<file path="src/common/psd_params.svh">
// constants for the detail status byte bank
`ifndef PSD_PARAMS_SVH
`define PSD_PARAMS_SVH

// command codes of the five detail bytes and of the clear command
`define PSD_CMD_VOUT        8'h7a
`define PSD_CMD_IOUT        8'h7b
`define PSD_CMD_INPUT       8'h7c
`define PSD_CMD_TEMP        8'h7d
`define PSD_CMD_CML         8'h7e
`define PSD_CMD_CLEAR       8'h03

// reset value of every byte
`define PSD_RESET_VALUE     8'h00

// output voltage byte fields
`define PSD_VOUT_OV_FAULT   7
`define PSD_VOUT_UV_WARN    5
`define PSD_VOUT_UV_FAULT   4
// output current byte fields
`define PSD_IOUT_OC_FAULT   7
`define PSD_IOUT_OC_LV      6
`define PSD_IOUT_OC_WARN    5
`define PSD_IOUT_UC_FAULT   4
`define PSD_IOUT_PHASE0     3
`define PSD_IOUT_PHASE1     2
// input byte fields
`define PSD_VIN_OV_FAULT    7
`define PSD_VIN_OV_WARN     6
`define PSD_VIN_UV_WARN     5
`define PSD_VIN_UV_FAULT    4
// temperature byte fields
`define PSD_OT_FAULT        7
`define PSD_OT_WARN         6
`define PSD_UT_WARN         5
`define PSD_UT_FAULT        4
`define PSD_TEMP_INT        3
`define PSD_TEMP_EXT_A      2
`define PSD_TEMP_EXT_B      1
// communication byte fields
`define PSD_CML_BAD_CMD     7
`define PSD_CML_BAD_DATA    6
`define PSD_CML_PEC         5
`define PSD_CML_OTHER       1

// status word summary bit
`define PSD_WORD_OTHER      9

// masks of implemented bits
`define PSD_MASK_VOUT       8'hb0
`define PSD_MASK_IOUT       8'hfc
`define PSD_MASK_INPUT      8'hf0
`define PSD_MASK_TEMP       8'hfe
`define PSD_MASK_CML        8'he2

`endif

</file>
<file path="src/common/psd_pkg.sv">
// types for the detail status byte bank
package psd_pkg;

    typedef logic [7:0] psd_byte_t;

    typedef enum logic [2:0]
    {
        PSD_SEL_VOUT,
        PSD_SEL_IOUT,
        PSD_SEL_INPUT,
        PSD_SEL_TEMP,
        PSD_SEL_CML,
        PSD_SEL_NONE
    } psd_sel_t;

endpackage

</file>
<file path="src/hw/psd_status_bank.sv">
// five read-only sticky detail status bytes with command-code read port
`timescale 1ns/10ps
`include "psd_params.svh"

module psd_status_bank
(
    input  wire logic               clk_in,
    input  wire logic               reset_in,
    // output voltage events
    input  wire logic               vout_ov_fault_in,
    input  wire logic               vout_uv_warning_in,
    input  wire logic               vout_uv_fault_in,
    // output current events
    input  wire logic               iout_oc_fault_in,
    input  wire logic               iout_low_voltage_in,
    input  wire logic               iout_oc_warning_in,
    input  wire logic               iout_uc_fault_in,
    input  wire logic               phase0_fault_in,
    input  wire logic               phase1_fault_in,
    // input supply events
    input  wire logic               vin_ov_fault_in,
    input  wire logic               vin_ov_warning_in,
    input  wire logic               vin_uv_warning_in,
    input  wire logic               vin_uv_fault_in,
    // thermal events
    input  wire logic               ot_fault_in,
    input  wire logic               ot_warning_in,
    input  wire logic               ut_warning_in,
    input  wire logic               ut_fault_in,
    input  wire logic               internal_sensor_event_in,
    input  wire logic               external_sensor_a_event_in,
    input  wire logic               external_sensor_b_event_in,
    // communication events from the bus front end
    input  wire logic               bad_command_in,
    input  wire logic               bad_data_in,
    input  wire logic               packet_error_in,
    input  wire logic               other_comm_fault_in,
    // command port from the bus front end
    input  wire logic               cmd_valid_in,
    input  wire logic               cmd_write_in,
    input  wire logic [7:0]         cmd_code_in,
    input  wire logic               vendor_status_any_in,
    output psd_pkg::psd_byte_t      read_data_out,
    output logic                    read_hit_out,
    output logic                    write_refused_out,
    output logic                    status_other_out,
    output psd_pkg::psd_byte_t      output_voltage_status_out,
    output psd_pkg::psd_byte_t      output_current_status_out,
    output psd_pkg::psd_byte_t      input_supply_status_out,
    output psd_pkg::psd_byte_t      thermal_status_out,
    output psd_pkg::psd_byte_t      comm_logic_memory_status_out
);
    import psd_pkg::*;

    psd_byte_t  ev_vout;
    psd_byte_t  ev_iout;
    psd_byte_t  ev_input;
    psd_byte_t  ev_temp;
    psd_byte_t  ev_cml;
    psd_byte_t  output_voltage_status;
    psd_byte_t  output_current_status;
    psd_byte_t  input_supply_status;
    psd_byte_t  thermal_status;
    psd_byte_t  comm_logic_memory_status;
    logic       clear_faults;
    logic       write_to_status;
    psd_sel_t   sel;
    psd_byte_t  read_data;
    psd_byte_t  next_read_data;
    logic       read_hit;
    logic       next_read_hit;
    logic       write_refused;
    logic       next_write_refused;
    logic       status_other;
    logic       next_status_other;

    function automatic psd_sel_t decode(input logic [7:0] code);
        case (code)
            `PSD_CMD_VOUT:  decode = PSD_SEL_VOUT;
            `PSD_CMD_IOUT:  decode = PSD_SEL_IOUT;
            `PSD_CMD_INPUT: decode = PSD_SEL_INPUT;
            `PSD_CMD_TEMP:  decode = PSD_SEL_TEMP;
            `PSD_CMD_CML:   decode = PSD_SEL_CML;
            default:        decode = PSD_SEL_NONE;
        endcase
    endfunction

    // ****************************************
    // event mapping
    // ****************************************
    always_comb
    begin
        ev_vout = 8'h00;
        ev_vout[`PSD_VOUT_OV_FAULT] = vout_ov_fault_in;
        ev_vout[`PSD_VOUT_UV_WARN] = vout_uv_warning_in;
        ev_vout[`PSD_VOUT_UV_FAULT] = vout_uv_fault_in;
        ev_iout = 8'h00;
        ev_iout[`PSD_IOUT_OC_FAULT] = iout_oc_fault_in;
        ev_iout[`PSD_IOUT_OC_LV] = iout_oc_fault_in
                                   & iout_low_voltage_in;
        ev_iout[`PSD_IOUT_OC_WARN] = iout_oc_warning_in;
        ev_iout[`PSD_IOUT_UC_FAULT] = iout_uc_fault_in;
        ev_iout[`PSD_IOUT_PHASE0] = phase0_fault_in;
        ev_iout[`PSD_IOUT_PHASE1] = phase1_fault_in;
        ev_input = 8'h00;
        ev_input[`PSD_VIN_OV_FAULT] = vin_ov_fault_in;
        ev_input[`PSD_VIN_OV_WARN] = vin_ov_warning_in;
        ev_input[`PSD_VIN_UV_WARN] = vin_uv_warning_in;
        ev_input[`PSD_VIN_UV_FAULT] = vin_uv_fault_in;
        ev_temp = 8'h00;
        ev_temp[`PSD_OT_FAULT] = ot_fault_in;
        ev_temp[`PSD_OT_WARN] = ot_warning_in;
        ev_temp[`PSD_UT_WARN] = ut_warning_in;
        ev_temp[`PSD_UT_FAULT] = ut_fault_in;
        ev_temp[`PSD_TEMP_INT] = internal_sensor_event_in;
        ev_temp[`PSD_TEMP_EXT_A] = external_sensor_a_event_in;
        ev_temp[`PSD_TEMP_EXT_B] = external_sensor_b_event_in;
        ev_cml = 8'h00;
        ev_cml[`PSD_CML_BAD_CMD] = bad_command_in;
        ev_cml[`PSD_CML_BAD_DATA] = bad_data_in;
        ev_cml[`PSD_CML_PEC] = packet_error_in;
        ev_cml[`PSD_CML_OTHER] = other_comm_fault_in
                                 | write_to_status;
    end

    // ****************************************
    // command decode
    // ****************************************
    assign sel = decode(cmd_code_in);
    assign clear_faults = cmd_valid_in & cmd_write_in
                          & (cmd_code_in == `PSD_CMD_CLEAR);
    assign write_to_status = cmd_valid_in & cmd_write_in
                             & (sel != PSD_SEL_NONE);

    // ****************************************
    // sticky bytes
    // ****************************************
    psd_sticky_byte #(.MASK(`PSD_MASK_VOUT)) u_vout
    (
        .clk_in    (clk_in),
        .reset_in  (reset_in),
        .clear_in  (clear_faults),
        .event_in  (ev_vout),
        .value_out (output_voltage_status)
    );

    psd_sticky_byte #(.MASK(`PSD_MASK_IOUT)) u_iout
    (
        .clk_in    (clk_in),
        .reset_in  (reset_in),
        .clear_in  (clear_faults),
        .event_in  (ev_iout),
        .value_out (output_current_status)
    );

    psd_sticky_byte #(.MASK(`PSD_MASK_INPUT)) u_input
    (
        .clk_in    (clk_in),
        .reset_in  (reset_in),
        .clear_in  (clear_faults),
        .event_in  (ev_input),
        .value_out (input_supply_status)
    );

    psd_sticky_byte #(.MASK(`PSD_MASK_TEMP)) u_temp
    (
        .clk_in    (clk_in),
        .reset_in  (reset_in),
        .clear_in  (clear_faults),
        .event_in  (ev_temp),
        .value_out (thermal_status)
    );

    psd_sticky_byte #(.MASK(`PSD_MASK_CML)) u_cml
    (
        .clk_in    (clk_in),
        .reset_in  (reset_in),
        .clear_in  (clear_faults),
        .event_in  (ev_cml),
        .value_out (comm_logic_memory_status)
    );

    // ****************************************
    // read port and summary
    // ****************************************
    always_comb
    begin
        next_read_data = 8'h00;
        next_read_hit = 1'b0;
        if (cmd_valid_in && !cmd_write_in)
        begin
            next_read_hit = (sel != PSD_SEL_NONE);
            case (sel)
                PSD_SEL_VOUT:  next_read_data = output_voltage_status;
                PSD_SEL_IOUT:  next_read_data = output_current_status;
                PSD_SEL_INPUT: next_read_data = input_supply_status;
                PSD_SEL_TEMP:  next_read_data = thermal_status;
                PSD_SEL_CML:   next_read_data = comm_logic_memory_status;
                default:       next_read_data = 8'h00;
            endcase
        end
        next_write_refused = write_to_status;
        next_status_other = (|output_voltage_status)
                            | (|output_current_status)
                            | (|input_supply_status)
                            | (|thermal_status)
                            | (|comm_logic_memory_status)
                            | vendor_status_any_in;
    end

    always_ff @(posedge clk_in or posedge reset_in)
    begin
        if (reset_in)
        begin
            read_data <= 8'h00;
            read_hit <= 1'b0;
            write_refused <= 1'b0;
            status_other <= 1'b0;
        end
        else
        begin
            read_data <= next_read_data;
            read_hit <= next_read_hit;
            write_refused <= next_write_refused;
            status_other <= next_status_other;
        end
    end

    assign read_data_out = read_data;
    assign read_hit_out = read_hit;
    assign write_refused_out = write_refused;
    assign status_other_out = status_other;
    assign output_voltage_status_out = output_voltage_status;
    assign output_current_status_out = output_current_status;
    assign input_supply_status_out = input_supply_status;
    assign thermal_status_out = thermal_status;
    assign comm_logic_memory_status_out = comm_logic_memory_status;

endmodule // psd_status_bank

</file>
<file path="src/hw/psd_sticky_byte.sv">
// one sticky status byte with clear and fixed-zero mask
`timescale 1ns/10ps
`include "psd_params.svh"

module psd_sticky_byte
#(
    parameter logic [7:0] MASK = 8'hff
)
(
    input  wire logic                 clk_in,
    input  wire logic                 reset_in,
    input  wire logic                 clear_in,
    input  wire psd_pkg::psd_byte_t   event_in,
    output psd_pkg::psd_byte_t        value_out
);
    import psd_pkg::*;

    psd_byte_t held;
    psd_byte_t next_held;

    // ****************************************
    // next value
    // ****************************************
    always_comb
    begin
        // set wins over clear
        if (clear_in)
        begin
            next_held = event_in & MASK;
        end
        else
        begin
            next_held = (held | event_in) & MASK;
        end
    end

    // ****************************************
    // register
    // ****************************************
    always_ff @(posedge clk_in or posedge reset_in)
    begin
        if (reset_in)
        begin
            held <= `PSD_RESET_VALUE;
        end
        else
        begin
            held <= next_held;
        end
    end

    assign value_out = held;

endmodule // psd_sticky_byte

</file>
<file path="config.mk">
export PLATFORM = sky130hd
export DESIGN_NAME = psd_status_bank
export DESIGN_NICKNAME = d
export VERILOG_FILES = /design/src/common/psd_pkg.sv /design/src/hw/psd_status_bank.sv /design/src/hw/psd_sticky_byte.sv
export VERILOG_INCLUDE_DIRS = /design/src /design/src/common
export SDC_FILE = /design/constraint.sdc
export NUM_CORES = 1
export LEC_CHECK = 0
export BUFFER_PORTS_ARGS = -buffer_cell sky130_fd_sc_hd__buf_2
export CAP_MARGIN = 5
export CORE_MARGIN = 5
export CORE_UTILIZATION = 45
export CTS_BUF_LIST = sky130_fd_sc_hd__clkbuf_4
export CTS_CLUSTER_DIAMETER = 100
export DETAILED_ROUTE_END_ITERATION = 7
export GPL_ROUTABILITY_DRIVEN = 0
export GPL_TIMING_DRIVEN = 0
export PLACE_DENSITY = 0.93
export SLEW_MARGIN = 10
export SYNTH_ARGS = -nofsm -noshare
export SYNTH_HDL_FRONTEND = slang
export SYNTH_SLANG_ARGS = --single-unit
</file>
<file path="constraint.sdc">
create_clock -name clk_in -period 1.4 [get_ports clk_in]
set_input_delay 0.14 -clock clk_in [delete_from_list [all_inputs] [get_ports clk_in]]
set_output_delay 0.14 -clock clk_in [all_outputs]
set_load 0.1 [all_outputs]
</file>
==> report_table.html <==
<table>
<tr><th>Metric</th><th>Value</th></tr>
<tr><th colspan="2">Place</th></tr>
<tr><td>Placement-stage worst setup slack</td><td>-0.207 ns</td></tr>
<tr><td>Detailed placement HPWL</td><td>3.04 mm</td></tr>
<tr><td>Total placed instance area</td><td>2040 um^2</td></tr>
<tr><td>PortBufs</td><td>70</td></tr>
<tr><th colspan="2">Power and ir drop</th></tr>
<tr><td>Power density over cell area</td><td>841 nW/um^2</td></tr>
<tr><td>Leakage</td><td>1.05 nW</td></tr>
<tr><td>Total power of the final layout</td><td>1.99 mW</td></tr>
<tr><td>Worst IR Drop VDD</td><td>0.644 mV</td></tr>
<tr><th colspan="2">Synth</th></tr>
<tr><td>Mux share of post-synthesis cell area</td><td>2.18%</td></tr>
<tr><td>Synth Area in Simple Gates</td><td>12.5%</td></tr>
<tr><td>Area contributors post-synth</td><td>sky130_fd_sc_hd__dfrtp_1, sky130_fd_sc_hd__a21o_1, sky130_fd_sc_hd__buf_4</td></tr>
<tr><td>Proportion of netlist area held by the largest area contributor</td><td>54.8%</td></tr>
<tr><td>Fraction of the yosys area taken by sequential cells</td><td>54.8%</td></tr>
<tr><td>Avg Synthesized Cell Area</td><td>11.8 um^2</td></tr>
<tr><td>Adder and majority cell fraction of the synthesized area</td><td>0%</td></tr>
<tr><td>Post-Syn Instances</td><td>132</td></tr>
<tr><td>Area share of xor/xnor cells in the synthesized design</td><td>0%</td></tr>
<tr><td>Distinct cells, synth</td><td>36</td></tr>
<tr><td>Main combinational cell family by area after synthesis</td><td>compound AO/OA/AOI/OAI gates</td></tr>
<tr><td>Post-synthesis register bit count</td><td>34</td></tr>
<tr><td>Total standard cell area after synthesis</td><td>1550 um^2</td></tr>
<tr><td>Count of synthesis-stage warnings from yosys</td><td>0</td></tr>
<tr><td>Post-synthesis compound-gate area fraction</td><td>19.1%</td></tr>
<tr><td>Cell type with the largest total area after synthesis</td><td>sky130_fd_sc_hd__dfrtp_1</td></tr>
<tr><th colspan="2">Finish</th></tr>
<tr><td>Final Core Density</td><td>70.7%</td></tr>
<tr><td>Area of all placed cells without fillers</td><td>2360 um^2</td></tr>
<tr><td>Most common cell after layout, fill and taps aside</td><td>sky130_fd_sc_hd__buf_2</td></tr>
<tr><td>P&amp;R area growth vs syn</td><td>52.1%</td></tr>
<tr><td>Top library cells by usage in the layout, fill and taps aside</td><td>sky130_fd_sc_hd__buf_2, sky130_fd_sc_hd__dlygate4sd3_1, sky130_fd_sc_hd__a21o_1</td></tr>
<tr><td>Share of cells above drive strength 1</td><td>50.6%</td></tr>
<tr><td>Layout Nets</td><td>287</td></tr>
<tr><td>Number of antenna cells inserted</td><td>0</td></tr>
<tr><th colspan="2">Clock network</th></tr>
<tr><td>Clock Sink Count</td><td>34</td></tr>
<tr><td>Clock root buffer</td><td>sky130_fd_sc_hd__clkbuf_4</td></tr>
<tr><td>Setup Buffers After CTS</td><td>0</td></tr>
<tr><td>Maximum buffer depth of the clock tree</td><td>2</td></tr>
<tr><td>TritonCTS clock tree</td><td>done</td></tr>
<tr><td>Count of H-tree levels built during CTS</td><td>2</td></tr>
<tr><td>Inserted Clock Buffers</td><td>5</td></tr>
<tr><td>Clk pin slew, worst setup/hold paths</td><td>0.10 ns</td></tr>
<tr><td>Skew-Pair Late Insertion Delay</td><td>0.33 ns</td></tr>
<tr><th colspan="2">STA</th></tr>
<tr><td>Final sum of negative setup slack</td><td>0 ns</td></tr>
<tr><td>Worst clock skew on the final layout</td><td>0.00608 ns</td></tr>
<tr><td># setup viols final</td><td>0</td></tr>
<tr><td>Max Transition Viols Final</td><td>0</td></tr>
<tr><td>Worst setup margin</td><td>0.0581 ns</td></tr>
<tr><td>Max-Slew Margin vs Limit</td><td>53.6%</td></tr>
<tr><td>Endpoints failing hold</td><td>0</td></tr>
<tr><td>Transition at the pin with the smallest max-transition slack</td><td>0.695 ns</td></tr>
<tr><td>Peak Freq</td><td>745 MHz</td></tr>
<tr><td>Final worst-path cycle share</td><td>95.8%</td></tr>
<tr><td>Shortest period the worst path allows</td><td>1.34 ns</td></tr>
<tr><td>Setup repair after global routing missed its margin</td><td>no</td></tr>
<tr><th colspan="2">Global route</th></tr>
<tr><td>Global-route wire length before repair</td><td>6.67 mm</td></tr>
<tr><td>Met1 Use GR</td><td>23.5%</td></tr>
<tr><td>GRT busiest layer</td><td>met2</td></tr>
<tr><td>Initial antenna violation count</td><td>0</td></tr>
<tr><td>Final global-route overflow total</td><td>0</td></tr>
<tr><td>Vias in the first global route</td><td>1429</td></tr>
<tr><td>Largest net degree at the start of global routing</td><td>35</td></tr>
<tr><td>GRT Overall Usage</td><td>19.5%</td></tr>
<tr><td>GR met2 Demand/Resource</td><td>32.2%</td></tr>
<tr><td>Met3 routing resource usage after global routing</td><td>6.32%</td></tr>
<tr><th colspan="2">Die</th></tr>
<tr><td>Number of placement rows</td><td>21</td></tr>
<tr><td>Floorplan die area</td><td>4720 um^2</td></tr>
<tr><td>Initial core utilization</td><td>46.5%</td></tr>
<tr><td>Core Box Area</td><td>3340 um^2</td></tr>
<tr><td>Number of top-level pins</td><td>88</td></tr>
<tr><td>Die height</td><td>68.7 um</td></tr>
<tr><td>Die X-Extent</td><td>68.7 um</td></tr>
<tr><th colspan="2">Critical path</th></tr>
<tr><td>Highest cell delay on the worst timing path</td><td>0.45 ns</td></tr>
<tr><td>CP required</td><td>1.26 ns</td></tr>
<tr><td>Slowest library cell on the worst path</td><td>sky130_fd_sc_hd__buf_2</td></tr>
<tr><td>Chain of cells forming the critical path</td><td>buf_2</td></tr>
<tr><td>Worst setup path category</td><td>flip-flop to primary output</td></tr>
<tr><td>Startpoint Class</td><td>flip-flop</td></tr>
<tr><td>Max Fanout on Critical Path</td><td>4</td></tr>
<tr><td>Data arrival, critical path</td><td>1.20 ns</td></tr>
<tr><td>Critical path capture point type</td><td>primary output</td></tr>
<tr><td>Count of buffering cells on the critical path with inverters included</td><td>1</td></tr>
<tr><td>CP delay by family, top</td><td>buffers and inverters</td></tr>
<tr><th colspan="2">Drt</th></tr>
<tr><td>Routed wire length</td><td>4.35 mm</td></tr>
<tr><td>Via-per-instance ratio</td><td>4.90</td></tr>
<tr><td>Residual antenna-violating net count after detailed routing</td><td>0</td></tr>
<tr><td># DRC</td><td>0</td></tr>
<tr><td>First drt pass iteration count</td><td>4</td></tr>
<tr><td>Total number of vias</td><td>1455</td></tr>
<tr><td>Initial DRC Count</td><td>76</td></tr>
<tr><td>Wire length per cell after detailed routing</td><td>14.6 um</td></tr>
<tr><th colspan="2">Flow run</th></tr>
<tr><td>Max-cap violations</td><td>0</td></tr>
<tr><th colspan="2">Hold path</th></tr>
<tr><td>Worst hold path class</td><td>input pin to flip-flop</td></tr>
<tr><th colspan="2">Outcome</th></tr>
<tr><td>Run status</td><td>complete, no violations</td></tr>
</table>
==> logic make-up (layout without fill, tap and decap cells) <==
family | after synthesis | in the layout
compound gates | 40 | 40
mux | 3 | 3
other cells | 1 | 17
buf+inv | 26 | 129
simple gates | 28 | 28
flops | 34 | 34
==> cells in the mapped netlist <==
master	n
sky130_fd_sc_hd__and3_4	1
sky130_fd_sc_hd__mux2_2	3
sky130_fd_sc_hd__o21ai_0	3
sky130_fd_sc_hd__inv_2	1
sky130_fd_sc_hd__buf_4	17
sky130_fd_sc_hd__nor2_1	3
sky130_fd_sc_hd__a21o_1	22
sky130_fd_sc_hd__buf_2	3
sky130_fd_sc_hd__dfrtp_1	34
sky130_fd_sc_hd__or4_4	1
sky130_fd_sc_hd__buf_6	1
sky130_fd_sc_hd__conb_1	1
sky130_fd_sc_hd__a22oi_1	5
sky130_fd_sc_hd__o21bai_1	1
sky130_fd_sc_hd__nand4_1	2
sky130_fd_sc_hd__nor4b_1	1
sky130_fd_sc_hd__nor4_1	6
sky130_fd_sc_hd__or4b_2	1
sky130_fd_sc_hd__nor4bb_1	1
sky130_fd_sc_hd__a211o_1	1
sky130_fd_sc_hd__a21oi_1	1
sky130_fd_sc_hd__and3_1	1
sky130_fd_sc_hd__a22o_1	1
sky130_fd_sc_hd__nand3_1	1
sky130_fd_sc_hd__nand3b_1	2
sky130_fd_sc_hd__clkbuf_1	3
sky130_fd_sc_hd__nor2b_1	1
sky130_fd_sc_hd__a221oi_1	3
sky130_fd_sc_hd__nand2b_1	1
sky130_fd_sc_hd__and2b_1	1
sky130_fd_sc_hd__a211oi_1	3
sky130_fd_sc_hd__and3b_1	2
sky130_fd_sc_hd__and4_1	1
sky130_fd_sc_hd__inv_1	1
sky130_fd_sc_hd__nand2_1	1
sky130_fd_sc_hd__nor3_1	1
==> stage by stage <==
step	hold WS, ns	instances
floorplan	0.232	148
global placement	0.317	264
detailed placement	0.320	264
CTS	0.0189	295
global route	0.0748	297
finish	0.0928	297
==> timing repair <==
action,4_1_cts,5_1_grt
endpoints found under the hold margin,23,35
endpoints found under the setup margin,0,2
resized for setup,0,2
hold buffers,23,2
==> routing by layer <==
metal	wire length (um)	vias up
li1	-	694
met1	1760	689
met2	2140	65
met3	375	7
met4	76	0
met5	0	-
==> report_power, final <==
group          leakage [nW]  switching (mW)  total, mW  internal [mW]
clock network        0.0368           0.303      0.561          0.258
registers             0.338         0.00127      0.984          0.983
logic                 0.677           0.298      0.441          0.143
total                  1.05           0.602       1.99           1.38
==> final timing paths <==
path                                          to  slack [ns]  depth (start not counted)                 from
setup reg to reg                status_other_out        0.19                          3   u_cml.value_out[5]
min in group asynchronous      write_refused_out        0.44                          3             reset_in
hold / removal                 write_refused_out        0.09                          3         cmd_write_in
max in group asynchronous     u_cml.value_out[7]        0.45                          3             reset_in
setup / recovery           thermal_status_out[1]        0.06                          1  u_temp.value_out[1]
hold reg to reg               u_cml.value_out[6]        0.53                          1   u_cml.value_out[6]
==> registers in the layout, indices dropped and copies added, names as in the netlist <==
register / cells
u_vout.value_out: 3
u_cml.value_out: 4
read_hit_out: 1
u_iout.value_out: 6
u_temp.value_out: 7
status_other_out: 1
write_refused_out: 1
u_input.value_out: 4
read_data_out: 7
==> worst register-to-register path, stage by stage (launching register included) <==
cell and delay [ns]:
sky130_fd_sc_hd__dfrtp_2 0.44, sky130_fd_sc_hd__nor4_1 0.32, sky130_fd_sc_hd__and4_1 0.25, sky130_fd_sc_hd__nand4_1 0.08
==> cell type report <==
| cell class | instances | area (um^2) |
|---|---|---|
| fill | 247 | 977 |
| sequential | 34 | 876 |
| timing repair buffer | 95 | 606 |
| multi-input combinational | 88 | 588 |
| buffer | 24 | 165 |
| clock buffer | 8 | 60.1 |
| tap | 46 | 57.6 |
| inverter | 2 | 7.51 |
Power figures use the tool's default switching activity.
